===== src/core/usu_pkg.sv =====
// package: register map, unit codes and result carriers for unit scaling
`default_nettype none
package usu_pkg;
	// ====================================================================
	// register offsets
	localparam logic [15:0] OFS_POS_UNIT = 16'h60a8;
	localparam logic [15:0] OFS_SPD_UNIT = 16'h60a9;
	localparam logic [15:0] OFS_VL_UNIT = 16'h604c;
	localparam logic [15:0] OFS_RATIO_BASE = 16'h6200;
	localparam logic [15:0] OFS_POLE_PAIRS = 16'h6210;
	localparam logic [15:0] OFS_MOTOR_3PH = 16'h6211;
	localparam logic [15:0] OFS_STATUS = 16'h6212;
	// ratio slots: numerator at base+2k, denominator at base+2k+1
	localparam int NUM_RATIO = 6;
	localparam int R_ENC = 0;
	localparam int R_GEAR = 1;
	localparam int R_FEED = 2;
	localparam int R_VEL = 3;
	localparam int R_ACC = 4;
	localparam int R_JERK = 5;
	// ====================================================================
	// reset values and field layout
	localparam logic [31:0] RST_POS_UNIT = 32'hff410000;
	localparam logic [31:0] RST_SPD_UNIT = 32'h00b44700;
	localparam logic [31:0] RST_RATIO = 32'h00000001;
	localparam logic [7:0] RST_POLE_PAIRS = 8'h32;
	localparam int EXP_LSB = 24;
	localparam int UNIT_LSB = 16;
	localparam int TIME_LSB = 8;
	localparam logic [31:0] POS_WR_MASK = 32'hffff0000;
	localparam logic [31:0] SPD_WR_MASK = 32'hffffff00;
	localparam logic signed [7:0] EXP_MIN = -8'sd6;
	localparam logic signed [7:0] EXP_MAX = 8'sd6;
	// ====================================================================
	// position unit codes
	localparam logic [7:0] U_DIMLESS = 8'h00;
	localparam logic [7:0] U_METER = 8'h01;
	localparam logic [7:0] U_INCH = 8'hc1;
	localparam logic [7:0] U_FOOT = 8'hc2;
	localparam logic [7:0] U_GRAD = 8'h40;
	localparam logic [7:0] U_RADIAN = 8'h10;
	localparam logic [7:0] U_DEGREE = 8'h41;
	localparam logic [7:0] U_ARCMIN = 8'h42;
	localparam logic [7:0] U_ARCSEC = 8'h43;
	localparam logic [7:0] U_REV = 8'hb4;
	localparam logic [7:0] U_ENC_INC = 8'hb5;
	localparam logic [7:0] U_STEP = 8'hac;
	localparam logic [7:0] U_ELEC_POLE = 8'hc0;
	// time unit codes
	localparam logic [7:0] T_SECOND = 8'h03;
	localparam logic [7:0] T_MINUTE = 8'h47;
	localparam logic [7:0] T_HOUR = 8'h48;
	localparam logic [7:0] T_DAY = 8'h49;
	localparam logic [7:0] T_YEAR = 8'h4a;
	// ====================================================================
	// scale constants
	localparam logic [15:0] LEN_DEN_INCH = 16'd10000;
	localparam logic [15:0] LEN_NUM_INCH = 16'd254;
	localparam logic [15:0] LEN_NUM_FOOT = 16'd3048;
	localparam logic [15:0] LEN_UNITY = 16'd1;
	localparam logic [31:0] PER_REV_GRAD = 32'd400;
	localparam logic [31:0] PER_REV_DEG = 32'd360;
	localparam logic [31:0] PER_REV_AMIN = 32'd21600;
	localparam logic [31:0] PER_REV_ASEC = 32'd1296000;
	localparam logic [31:0] PER_REV_ONE = 32'd1;
	localparam logic [31:0] SEC_MINUTE = 32'd60;
	localparam logic [31:0] SEC_HOUR = 32'd3600;
	localparam logic [31:0] SEC_DAY = 32'd86400;
	localparam logic [31:0] SEC_YEAR = 32'd31557600;
	localparam logic [3:0] STEPS_2PH = 4'd4;
	localparam logic [3:0] STEPS_3PH = 4'd6;
	// ====================================================================
	// carriers
	typedef enum logic [2:0] {
		USU_CLS_BAD = 3'b000,
		USU_CLS_LEN = 3'b001,
		USU_CLS_ANG = 3'b010,
		USU_CLS_ENC = 3'b011,
		USU_CLS_STEP = 3'b100,
		USU_CLS_POLE = 3'b101
	} usu_cls_t;
	typedef struct packed {
		usu_cls_t cls;
		logic apply_gear;
		logic apply_feed;
		logic is_radian;
		logic exp_ok;
		logic signed [7:0] exp;
		logic [31:0] per_rev;
		logic [15:0] len_num;
		logic [15:0] len_den;
	} usu_pos_info_t;
	typedef struct packed {
		logic [7:0] pos_code;
		logic time_ok;
		logic [31:0] time_sec;
		logic exp_ok;
		logic signed [7:0] exp;
	} usu_spd_info_t;
endpackage
`default_nettype wire


===== src/core/usu_ratio_div.sv =====
// module: sequential fixed-point divider giving num/den in q16.16
`default_nettype none
module usu_ratio_div
	import usu_pkg::*;
#(
	parameter int W = 32,
	parameter int F = 16
)
(
	input wire logic ref_clk,
	input wire logic rst_n,
	input wire logic start,
	input wire logic [W-1:0] num,
	input wire logic [W-1:0] den,
	output logic busy,
	output logic done,
	output logic div_zero,
	output logic overflow,
	output logic [W-1:0] quo
);
	localparam int N = W + F;
	localparam int CW = $clog2(N + 1);
	localparam logic [CW-1:0] CNT_FULL = CW'(N);
	localparam logic [CW-1:0] CNT_ONE = CW'(1);

	logic [N-1:0] q_reg;
	logic [W:0] r_reg;
	logic [W-1:0] d_reg;
	logic [CW-1:0] cnt_reg;
	logic [W:0] shifted;
	logic [W:0] trial;

	// ====================================================================
	// restoring step
	assign shifted = {r_reg[W-1:0], q_reg[N-1]};
	assign trial = shifted - {1'b0, d_reg};
	assign quo = q_reg[W-1:0];
	assign overflow = |q_reg[N-1:W];

	// iteration, one quotient bit a cycle
	always_ff @(posedge ref_clk or negedge rst_n)
	begin
		if (!rst_n)
		begin
			q_reg <= '0;
			r_reg <= '0;
			d_reg <= '0;
			cnt_reg <= '0;
			busy <= 1'b0;
			done <= 1'b0;
			div_zero <= 1'b0;
		end
		else
		begin
			done <= 1'b0;
			if (start)
			begin
				div_zero <= (den == '0);
				q_reg <= {num, {F{1'b0}}};
				r_reg <= '0;
				d_reg <= den;
				cnt_reg <= CNT_FULL;
				busy <= (den != '0);
				done <= (den == '0); // zero divisor ends at once
			end
			else if (busy)
			begin
				if (!trial[W])
				begin
					r_reg <= trial;
					q_reg <= {q_reg[N-2:0], 1'b1};
				end
				else
				begin
					r_reg <= shifted;
					q_reg <= {q_reg[N-2:0], 1'b0};
				end
				cnt_reg <= cnt_reg - CNT_ONE;
				if (cnt_reg == CNT_ONE)
				begin
					busy <= 1'b0;
					done <= 1'b1;
				end
			end
		end
	end
endmodule
`default_nettype wire


===== src/core/usu_unit_scale.sv =====
// module: user unit decode, ratio scaling and held-off configuration
// Function
// - writes while operation enabled apply only once that state is left
// - meter 01h, inch c1h, foot c2h, dimensionless 00h; gear and feed
// - angular codes 40h,10h,41h,42h,43h,b4h use gear but not feed
// - encoder b5h, step ach: no gear or feed; encoder rev = resolution ratio, step rev = pole pairs * 4 or 6
// - electrical pole c0h is one rev over pole pairs, no gear or feed
// - time codes 03h,47h,48h,49h,4ah decode to seconds, year 365.25 days
// - exponent byte is signed, valid from -6 to +6
// - encoder resolution is increments over motor revolutions
// - gear ratio is motor revolutions over shaft revolutions
// - feed constant is feed over shaft revs, for length units only
// - position word: unit bits 23:16, exponent 31:24, low 16 bits zero
// - speed word: time 15:8, unit 23:16, exponent 31:24, low byte 0
// - velocity mode speed unit defaults to rpm, set only via its own word
// - velocity factor is numerator over denominator, scales speed unit
// - acceleration unit is speed per second times its factor ratio
// - jerk unit is acceleration per second times its factor ratio
`default_nettype none
module usu_unit_scale
	import usu_pkg::*;
#(
	parameter int DW = 32
)
(
	input wire logic ref_clk,
	input wire logic rst_n,
	input wire logic [15:0] reg_addr,
	input wire logic [DW-1:0] reg_wdata,
	input wire logic reg_wr,
	input wire logic reg_rd,
	output logic [DW-1:0] reg_rdata,
	input wire logic op_enabled,
	input wire logic vel_mode,
	output usu_pos_info_t pos_info,
	output usu_spd_info_t spd_info,
	output logic [NUM_RATIO-1:0][DW-1:0] ratio_q,
	output logic [NUM_RATIO-1:0] ratio_valid,
	output logic [NUM_RATIO-1:0] ratio_fault,
	output logic cfg_pending
);
	// ====================================================================
	// storage
	logic [DW-1:0] pos_unit_reg;
	logic [DW-1:0] spd_unit_reg;
	logic [DW-1:0] vl_unit_reg;
	logic [NUM_RATIO-1:0][DW-1:0] num_reg;
	logic [NUM_RATIO-1:0][DW-1:0] den_reg;
	logic [7:0] pole_pairs_reg;
	logic motor_3ph_reg;
	logic [DW-1:0] act_pos_reg;
	logic [DW-1:0] act_spd_reg;
	logic [DW-1:0] act_vl_reg;
	logic [NUM_RATIO-1:0][DW-1:0] act_num_reg;
	logic [NUM_RATIO-1:0][DW-1:0] act_den_reg;
	logic [7:0] act_pole_reg;
	logic act_3ph_reg;
	logic dirty_reg;
	logic commit_reg;
	logic [NUM_RATIO-1:0] div_busy;
	logic [NUM_RATIO-1:0] div_done;
	logic [NUM_RATIO-1:0] div_zero;
	logic [NUM_RATIO-1:0] div_ovf;
	logic [NUM_RATIO-1:0][DW-1:0] div_quo;
	logic commit_now;
	logic [15:0] ratio_ofs;
	logic [3:0] ratio_idx;
	logic ratio_hit;
	usu_pos_info_t pos_next;
	usu_spd_info_t spd_next;
	logic [DW-1:0] spd_word;
	logic [7:0] pcode;
	logic [7:0] tcode;
	logic signed [7:0] pexp;
	logic signed [7:0] sexp;

	// ====================================================================
	// address decode for ratio slots
	assign ratio_ofs = reg_addr - OFS_RATIO_BASE;
	assign ratio_idx = ratio_ofs[4:1];
	assign ratio_hit = (reg_addr >= OFS_RATIO_BASE)
		&& (ratio_ofs < 16'(2 * NUM_RATIO));

	// software writes land in the shadow copy only
	always_ff @(posedge ref_clk or negedge rst_n)
	begin
		if (!rst_n)
		begin
			pos_unit_reg <= RST_POS_UNIT;
			spd_unit_reg <= RST_SPD_UNIT;
			vl_unit_reg <= RST_SPD_UNIT; // rpm preset
			num_reg <= {NUM_RATIO{RST_RATIO}};
			den_reg <= {NUM_RATIO{RST_RATIO}};
			pole_pairs_reg <= RST_POLE_PAIRS;
			motor_3ph_reg <= 1'b0;
		end
		else if (reg_wr)
		begin
			if (reg_addr == OFS_POS_UNIT)
				pos_unit_reg <= reg_wdata & POS_WR_MASK;
			else if (reg_addr == OFS_SPD_UNIT)
				spd_unit_reg <= reg_wdata & SPD_WR_MASK;
			else if (reg_addr == OFS_VL_UNIT)
				vl_unit_reg <= reg_wdata & SPD_WR_MASK;
			else if (reg_addr == OFS_POLE_PAIRS)
				pole_pairs_reg <= reg_wdata[7:0];
			else if (reg_addr == OFS_MOTOR_3PH)
				motor_3ph_reg <= reg_wdata[0];
			else if (ratio_hit && !ratio_ofs[0])
				num_reg[ratio_idx] <= reg_wdata;
			else if (ratio_hit)
				den_reg[ratio_idx] <= reg_wdata;
		end
	end

	// ====================================================================
	// hold-off: changes wait until operation enabled is left
	assign commit_now = dirty_reg && !op_enabled;

	// pending flag; a write in the commit cycle keeps it set
	always_ff @(posedge ref_clk or negedge rst_n)
	begin
		if (!rst_n)
			dirty_reg <= 1'b1;
		else if (reg_wr)
			dirty_reg <= 1'b1;
		else if (commit_now)
			dirty_reg <= 1'b0;
	end

	// copy shadow into the working set
	always_ff @(posedge ref_clk or negedge rst_n)
	begin
		if (!rst_n)
		begin
			act_pos_reg <= RST_POS_UNIT;
			act_spd_reg <= RST_SPD_UNIT;
			act_vl_reg <= RST_SPD_UNIT;
			act_num_reg <= {NUM_RATIO{RST_RATIO}};
			act_den_reg <= {NUM_RATIO{RST_RATIO}};
			act_pole_reg <= RST_POLE_PAIRS;
			act_3ph_reg <= 1'b0;
			commit_reg <= 1'b0;
		end
		else
		begin
			commit_reg <= commit_now;
			if (commit_now)
			begin
				act_pos_reg <= pos_unit_reg;
				act_spd_reg <= spd_unit_reg;
				act_vl_reg <= vl_unit_reg;
				act_num_reg <= num_reg;
				act_den_reg <= den_reg;
				act_pole_reg <= pole_pairs_reg;
				act_3ph_reg <= motor_3ph_reg;
			end
		end
	end

	// ====================================================================
	// field extraction
	assign pcode = act_pos_reg[UNIT_LSB +: 8];
	assign pexp = act_pos_reg[EXP_LSB +: 8];
	// velocity mode ignores the general speed word
	assign spd_word = vel_mode ? act_vl_reg : act_spd_reg;
	assign tcode = spd_word[TIME_LSB +: 8];
	assign sexp = spd_word[EXP_LSB +: 8];

	// position unit class, gear and feed use, units per revolution
	always_comb
	begin
		pos_next = '0;
		pos_next.cls = USU_CLS_BAD;
		pos_next.len_num = LEN_UNITY;
		pos_next.len_den = LEN_UNITY;
		pos_next.exp = pexp;
		pos_next.exp_ok = (pexp >= EXP_MIN) && (pexp <= EXP_MAX);
		case (pcode)
			U_METER, U_DIMLESS:
			begin
				pos_next.cls = USU_CLS_LEN;
				pos_next.apply_gear = 1'b1;
				pos_next.apply_feed = 1'b1;
			end
			U_INCH, U_FOOT:
			begin
				pos_next.cls = USU_CLS_LEN;
				pos_next.apply_gear = 1'b1;
				pos_next.apply_feed = 1'b1;
				pos_next.len_num = (pcode == U_INCH) ? LEN_NUM_INCH
					: LEN_NUM_FOOT;
				pos_next.len_den = LEN_DEN_INCH;
			end
			U_GRAD, U_RADIAN, U_DEGREE, U_ARCMIN, U_ARCSEC, U_REV:
			begin
				pos_next.cls = USU_CLS_ANG;
				pos_next.apply_gear = 1'b1;
				pos_next.is_radian = (pcode == U_RADIAN);
				case (pcode)
					U_GRAD: pos_next.per_rev = PER_REV_GRAD;
					U_DEGREE: pos_next.per_rev = PER_REV_DEG;
					U_ARCMIN: pos_next.per_rev = PER_REV_AMIN;
					U_ARCSEC: pos_next.per_rev = PER_REV_ASEC;
					U_REV: pos_next.per_rev = PER_REV_ONE;
					default: pos_next.per_rev = '0;
				endcase
			end
			U_ENC_INC:
			begin
				pos_next.cls = USU_CLS_ENC;
				pos_next.per_rev = ratio_q[R_ENC];
			end
			U_STEP:
			begin
				pos_next.cls = USU_CLS_STEP;
				pos_next.per_rev = 32'(act_pole_reg)
					* 32'(act_3ph_reg ? STEPS_3PH : STEPS_2PH);
			end
			U_ELEC_POLE:
			begin
				pos_next.cls = USU_CLS_POLE;
				pos_next.per_rev = 32'(act_pole_reg);
			end
			default:
				pos_next.cls = USU_CLS_BAD;
		endcase
	end

	// time unit in seconds
	always_comb
	begin
		spd_next = '0;
		spd_next.pos_code = spd_word[UNIT_LSB +: 8];
		spd_next.exp = sexp;
		spd_next.exp_ok = (sexp >= EXP_MIN) && (sexp <= EXP_MAX);
		spd_next.time_ok = 1'b1;
		case (tcode)
			T_SECOND: spd_next.time_sec = PER_REV_ONE;
			T_MINUTE: spd_next.time_sec = SEC_MINUTE;
			T_HOUR: spd_next.time_sec = SEC_HOUR;
			T_DAY: spd_next.time_sec = SEC_DAY;
			T_YEAR: spd_next.time_sec = SEC_YEAR;
			default: spd_next.time_ok = 1'b0;
		endcase
	end

	// registered decode results
	always_ff @(posedge ref_clk or negedge rst_n)
	begin
		if (!rst_n)
		begin
			pos_info <= '0;
			spd_info <= '0;
		end
		else
		begin
			pos_info <= pos_next;
			spd_info <= spd_next;
		end
	end

	// ====================================================================
	// one divider per ratio, started after each commit
	genvar gi;
	generate
		for (gi = 0; gi < NUM_RATIO; gi++)
		begin : g_ratio
			// enc gear feed vel acc jerk
			usu_ratio_div #(.W(DW), .F(16)) u_div (
				.ref_clk(ref_clk),
				.rst_n(rst_n),
				.start(commit_reg),
				.num(act_num_reg[gi]),
				.den(act_den_reg[gi]),
				.busy(div_busy[gi]),
				.done(div_done[gi]),
				.div_zero(div_zero[gi]),
				.overflow(div_ovf[gi]),
				.quo(div_quo[gi])
			);
		end
	endgenerate

	// capture quotients; valid drops while a new one runs
	always_ff @(posedge ref_clk or negedge rst_n)
	begin
		if (!rst_n)
		begin
			ratio_q <= '0;
			ratio_valid <= '0;
			ratio_fault <= '0;
		end
		else
		begin
			for (int i = 0; i < NUM_RATIO; i++)
			begin
				if (commit_reg)
					ratio_valid[i] <= 1'b0;
				else if (div_done[i])
				begin
					ratio_q[i] <= div_quo[i];
					ratio_valid[i] <= !(div_zero[i] || div_ovf[i]);
					ratio_fault[i] <= div_zero[i] || div_ovf[i];
				end
			end
		end
	end

	// ====================================================================
	// read port, data one cycle after the strobe
	always_ff @(posedge ref_clk or negedge rst_n)
	begin
		if (!rst_n)
		begin
			reg_rdata <= '0;
			cfg_pending <= 1'b0;
		end
		else
		begin
			cfg_pending <= dirty_reg && op_enabled;
			reg_rdata <= '0;
			if (reg_rd)
			begin
				if (reg_addr == OFS_POS_UNIT)
					reg_rdata <= pos_unit_reg;
				else if (reg_addr == OFS_SPD_UNIT)
					reg_rdata <= spd_unit_reg;
				else if (reg_addr == OFS_VL_UNIT)
					reg_rdata <= vl_unit_reg;
				else if (reg_addr == OFS_POLE_PAIRS)
					reg_rdata <= 32'(pole_pairs_reg);
				else if (reg_addr == OFS_MOTOR_3PH)
					reg_rdata <= 32'(motor_3ph_reg);
				else if (reg_addr == OFS_STATUS)
					reg_rdata <= 32'({dirty_reg, |div_busy,
						ratio_fault, ratio_valid});
				else if (ratio_hit && !ratio_ofs[0])
					reg_rdata <= num_reg[ratio_idx];
				else if (ratio_hit)
					reg_rdata <= den_reg[ratio_idx];
			end
		end
	end
endmodule
`default_nettype wire


===== config.mk =====
export PLATFORM = sky130hd
export DESIGN_NAME = usu_unit_scale
export DESIGN_NICKNAME = d
export VERILOG_FILES = /design/src/core/usu_pkg.sv /design/src/core/usu_ratio_div.sv /design/src/core/usu_unit_scale.sv
export SDC_FILE = /design/constraint.sdc
export NUM_CORES = 2
export LEC_CHECK = 0
export ABC_AREA = 1
export BUFFER_PORTS_ARGS = -buffer_cell sky130_fd_sc_hd__buf_2
export CAP_MARGIN = 5
export CORE_MARGIN = 2
export CORE_UTILIZATION = 35
export CTS_CLUSTER_DIAMETER = 120
export DETAILED_ROUTE_END_ITERATION = 10
export SLEW_MARGIN = 10
export SYNTH_ARGS = -nofsm -noshare
export SYNTH_HDL_FRONTEND = slang
export SYNTH_SLANG_ARGS = --single-unit

===== constraint.sdc =====
create_clock -name ref_clk -period 6.47 [get_ports ref_clk]
set_input_delay 1.941 -clock ref_clk [delete_from_list [all_inputs] [get_ports ref_clk]]
set_output_delay 1.941 -clock ref_clk [all_outputs]
set_load 0.1 [all_outputs]

---- After elaboration in Yosys (flattened, before gate mapping) ----
Index checks and enable logic that the tools add are counted.
cells by class
  multiplexer cells ....................... 127
  $add $sub $neg .......................... 13
  magnitude comparators ................... 8
  multipliers ............................. 1
  reductions and logical operators ........ 72
  equal/unequal tests ..................... 29
  bitwise gates (word level) .............. 7
operators by type and width
  cell                    count
  $mux W32                31
  $mux W48                12
  $bwmux W192             2
  $sub A33 B32 Y33        6
  $bmux W32 S3            2
  $logic_not A32 Y1       6
  $reduce_bool A32 Y1     6
  $pmux W32 S4            1
  $pmux W25 S5            1
  $pmux W21 S5            1
  $demux W32 S3           1
  $eq A16 B15 Y1 const B  6
  $reduce_or A16 Y1       6
  $mux W6                 12
  $eq A8 B7 Y1 const B    8
  $mux W1                 60
  $eq A8 B8 Y1 const B    6
  $eq A6 B1 Y1 const B    6
  $sub A6 B1 Y6 const B   6
  $mux W28                1
  $reduce_bool A2 Y1      13
  $ge A16 B15 Y1 const B  1
  $ge A8 B4 Y1 const B    2
  $le A8 B4 Y1 const B    2
  28 further kinds        59
storage, ports and cells
  register bits ........................... 2,008
  logic and storage cells ................. 369
  input bits .............................. 54
  output and inout bits ................... 366

---- Longest topological paths before layout ----
  depth after elaboration ................. 12
  mapped depth ............................ 19
  depth with buffers taken out ............ 18

---- Modules after synthesis ----
Synthesis repeated with hierarchy kept, for this count alone.
unflattened totals
  cell total of the unflattened synthesis .. 12,367
  area total of the unflattened synthesis .. 98,764.7 um2
modules (own cells, without submodules)
  module                                cells each  seq. area each (um2)  instances  area an instance (um2)
  usu_unit_scale                        5,401       30,908.4              1          50,190.6
  usu_ratio_div (g_ratio[0].u_div ...)  1,165       3,027.9               4          8,096.5
  usu_ratio_div (g_ratio[4].u_div ...)  1,153       3,027.9               2          8,094.0

---- Worst setup path before layout ----
OpenSTA, ideal clock, no wires.
  path kind ............................... input-to-reg
  from .................................... input port reg_addr[9]
  to ...................................... register num_reg[24] (netlist bit)
  data required time ...................... 6,343 ps
  path buffers ............................ 1
  arrival ................................. 3,466 ps
  cell stages on the path ................. 10
  setup time .............................. 127 ps
  setup slack ............................. 2,878 ps
  cell sequence ........................... inv_2 > ha_1 > xor2_1 > nor2_1 > nand3_2 > nor3_4 > nand2_4 > buf_2 > nand2_1 > o21ai_1
on the way
  cells in the longest elaborated chain, start to end .. 5
ends and longest elaborated chain
  item                                  RTL line               source
  start, declared                       usu_unit_scale.sv:28   input wire logic [15:0] reg_addr,
  $sub A16 B15 Y16                      usu_unit_scale.sv:79   assign ratio_ofs = reg_addr - OFS_RATIO_BASE;
  $lt A16 B4 Y1                         usu_unit_scale.sv:82   && (ratio_ofs < 16'(2 * NUM_RATIO));
  $logic_and A1 B1 Y1                   usu_unit_scale.sv:82
  $logic_and A1 B1 Y1                   usu_unit_scale.sv:109  else if (ratio_hit && !ratio_ofs[0])
  $reduce_and A7 Y1 (no source line) *  -
  end signal, assigned                  usu_unit_scale.sv:92   num_reg <= {NUM_RATIO{RST_RATIO}};
  end signal, assigned by index         usu_unit_scale.sv:110  num_reg[ratio_idx] <= reg_wdata;
  end, declared                         usu_unit_scale.sv:47   logic [NUM_RATIO-1:0][DW-1:0] num_reg;
Mark *: on every way between the ends. The rest lies on a longest branch, timed or not.
A chain may end at the register's enable or synchronous reset.

---- Worst setup path after layout ----
  from .................................... input port reg_addr[0]
  to ...................................... register den_reg[114] (netlist bit)
on the way
  cells in the longest elaborated chain, start to end .. 6
ends and longest elaborated chain
  item                                                               RTL line                                      source
  $sub A16 B15 Y16                                                   usu_unit_scale.sv:79
  $lt A16 B4 Y1, or another cell as far along                        usu_unit_scale.sv:82
  $logic_and A1 B1 Y1 (on tied branches)                             usu_unit_scale.sv:82, usu_unit_scale.sv:112
  $logic_and A1 B1 Y1 or $mux W32 (tied branches)                    usu_unit_scale.sv:109, usu_unit_scale.sv:112
  $not A1 Y1 (no source line) or $demux W32 S3 (tied branches)       -
  $reduce_and A8 Y1 (no source line) or $bwmux W192 (tied branches)  -
  end signal, assigned                                               usu_unit_scale.sv:93                          den_reg <= {NUM_RATIO{RST_RATIO}};
  end signal, assigned by index                                      usu_unit_scale.sv:112                         den_reg[ratio_idx] <= reg_wdata;
  end, declared                                                      usu_unit_scale.sv:48                          logic [NUM_RATIO-1:0][DW-1:0] den_reg;
Several ways; a longest one is shown, not always the timed one.

==> metrics.cfg <==
[timing]
worst_pin_slew_ps=1140
max_slew_margin_pct=23.3
rsz0062_at_grt=no
clock_skew_ps=76.7
fin_crit_sh_pct=63.1
final-setup-viol-count=0
max_freq_ghz=0.245
final.setup.tns_ps=0
fin_ws_ps=2390
hold_viol_final=0
fin_crit_ps=4080
slew_violations=0

[clock_network]
ctsResizeCount=0
post-cts-setup-buffers=0
cts_num_sinks=1957
htree_levels=4
clockBufferDepth=4
cts_hold_buffers=0
cts_root_buf=clkbuf_16
path_clk_slew_ps=60
numCtsBuffers=208
cts_tree=yes
insertion_delay_ps=900

[setup_path]
path_cells=buf_2 > clkinv_1 > nor2_2 > nand2_8 > nor2_8 > nand2_1 > o21ai_1
path_delay_family=simple AND/OR/NAND/NOR gates
crit_path_start=reg_addr[0]
worst_path_max_delay_cell=nor2_2
criticalPathCategory=input port to flip-flop
rr_startpoint=g_ratio[4].u_div.q_reg[47]
crit_required_ps=7270
crit_buf_inv=2
cp_max_fo=64
worst_setup_path_end_kind=flip-flop
worstPathArrival_ps=4880
cp.depth=7
start_kind=input port
regToRegEndpoint=g_ratio[4].u_div.r_reg[12]
slowest_delay_ps=750
r2r_cells=18
timing.reg2reg.setup_slack_ps=2660

[yosys]
avgSynthCellArea_um2=7.76
synth_cell_types=56
async_reset_ff_share_pct=100
synth_most_common_cell=nand2_1
synth-edff-count=0
synth_area_leaders=dfrtp_1, nand2_1, inv_1, o21ai_0, ha_1
yosysSeqAreaShare_pct=51.0
syn-cell-area_um2=96200
synth_largest_area_cell=dfrtp_1
yosys_warnings=0
synth_top_area_share_pct=48.7
synth_ff_type=dfrtp_1
yosys-top-cells-count=nand2_1, dfrtp_1, inv_1
ys_seq_elements=1957
synth_cells=12394

[floorplan]
core_um2=274000
fp.dieH_um=528
ios=420
std_cell_rows=192
dieArea_um2=279000
start_util_pct=35.2
die_w_um=528

[pwr]
ir_worst_vdd_mv=0.313
power_density_nw_per_um2=384
switching_share_pct=39.5
netSwitchingPower_mw=16.5
p_clk_share_pct=30.0
p_seq_share_pct=35.2
intPower_mw=25.2
p_comb_share_pct=34.9
cellLeakagePower_nw=56.4

[route]
wl_met3_mm=23.5
postRouteAntennaNets=0
wl_met2_mm=145
top_layer=met5
met1_length_mm=147
first_pass_iters=7
vias=81843
vias_per_cell=5.01
remaining_drc_errors=0
avgRoutedWirePerCell_um=20.3
finalWirelength_mm=332
drt_iter0_drc=7984

[placement]
dp_slack_ps=1650
port_buffers=391
dpl.hpwl_mm=244
place_congestion=0.992

[finish]
fin_nets=12826
largest_reg_flops=288
drive_gt1_share_pct=7.94
area_growth_pct=12.7

[grt]
grt_pass1_vias=76946
antenna_found_initial=49
grt.total_usage_pct=23.5
grt_start_max_net_pins=194
gr-total-overflow=0
grt_pass1_wl_mm=501

[worst_hold_path]
min_to=ratio_valid[0]
hold_depth=1
hp-start=g_ratio[0].u_div.done
hold_path_class=flip-flop to flip-flop

[flow_run]
maxCapViolations=0

[run_status]
status=finished clean

metrics by stage:
step	cell area [um^2]	power, mW	util (%)	cells	hold slack [ps]
finish	108000	41.6	39.6	16330	424
global placement	101000	29.2	37.0	15925	417
detailed placement	101000	29.3	37.0	15925	411
CTS	108000	41.8	39.6	16304	427
global route	108000	44.6	39.6	16318	430
floorplan	96300	25.3	-	12421	396
how the worst max path moves through the flow:
stage / endpoint / slack (ps)
2_1_floorplan: num_reg[24] / 2880
3_3_place_gp: den_reg[184] / 1680
3_5_place_dp: den_reg[166] / 1650
4_1_cts: ratio_fault[3] / 2400
5_1_grt: g_ratio[4].u_div.r_reg[12] / 2250
6_report: den_reg[114] / 2390
area by class of cell:
class,count,area [um^2]
diodes,26,65.1
repair buffers,492,2990
clock buffers,289,6010
inverters,1811,6810
flip-flops and latches,1957,49100
fillers,27984,165000
well taps,3589,4490
clock inverters,90,1040
multi-input cells,8076,38000
kinds of logic after synthesis:
kind of cell | count (synthesis) | share of synthesized area (%)
AOI/OAI and AO/OA | 2254 | 12.6
xor gates and xnor gates | 74 | 0.674
and+or+nand+nor | 5494 | 23.0
buffers and inverters | 2388 | 9.66
adders and majority gates | 226 | 2.99
DFF | 1957 | 51.0
other | 1 | 0.00390
power groups by stage:
stage,sequential (mW),combinational (mW),clock (mW)
after floorplan,15.4,9.88,0
after global placement,14.8,14.4,0
after detailed placement,14.8,14.5,0
after CTS,14.6,14.5,12.7
after global routing,14.8,16.6,13.2
final,14.6,14.5,12.5
placed cells by master, fill, tap and decap left out, types with 27 or more instances in the layout:
cell / synthesis / final
o21ai_1: 435 / 435
ha_1: 219 / 219
nand4_1: 96 / 96
a31oi_1: 128 / 128
xor2_1: 48 / 48
conb_1: 1 / 28
o22ai_1: 307 / 307
a21oi_1: 317 / 317
buf_4: 51 / 81
clkbuf_16: 0 / 210
nor2_1: 490 / 476
buf_2: 113 / 389
nor4_1: 64 / 63
dfrtp_1: 1874 / 1873
clkbuf_1: 380 / 33
inv_1: 1774 / 1773
nand2_1: 4181 / 4179
nor3_1: 105 / 105
dfstp_2: 83 / 83
clkbuf_8: 0 / 46
clkinv_2: 0 / 40
nand3_1: 481 / 481
inv_2: 26 / 27
o21ai_0: 952 / 952
o211ai_1: 45 / 45
metal layers:
layer	track usage, %	up-vias
met1	32.7	38987
met3	4.25	617
met2	35.6	2580
met4	10.1	16
li1	-	39643
met5	0	-
No activity file was read; power rests on OpenSTA's default activity.
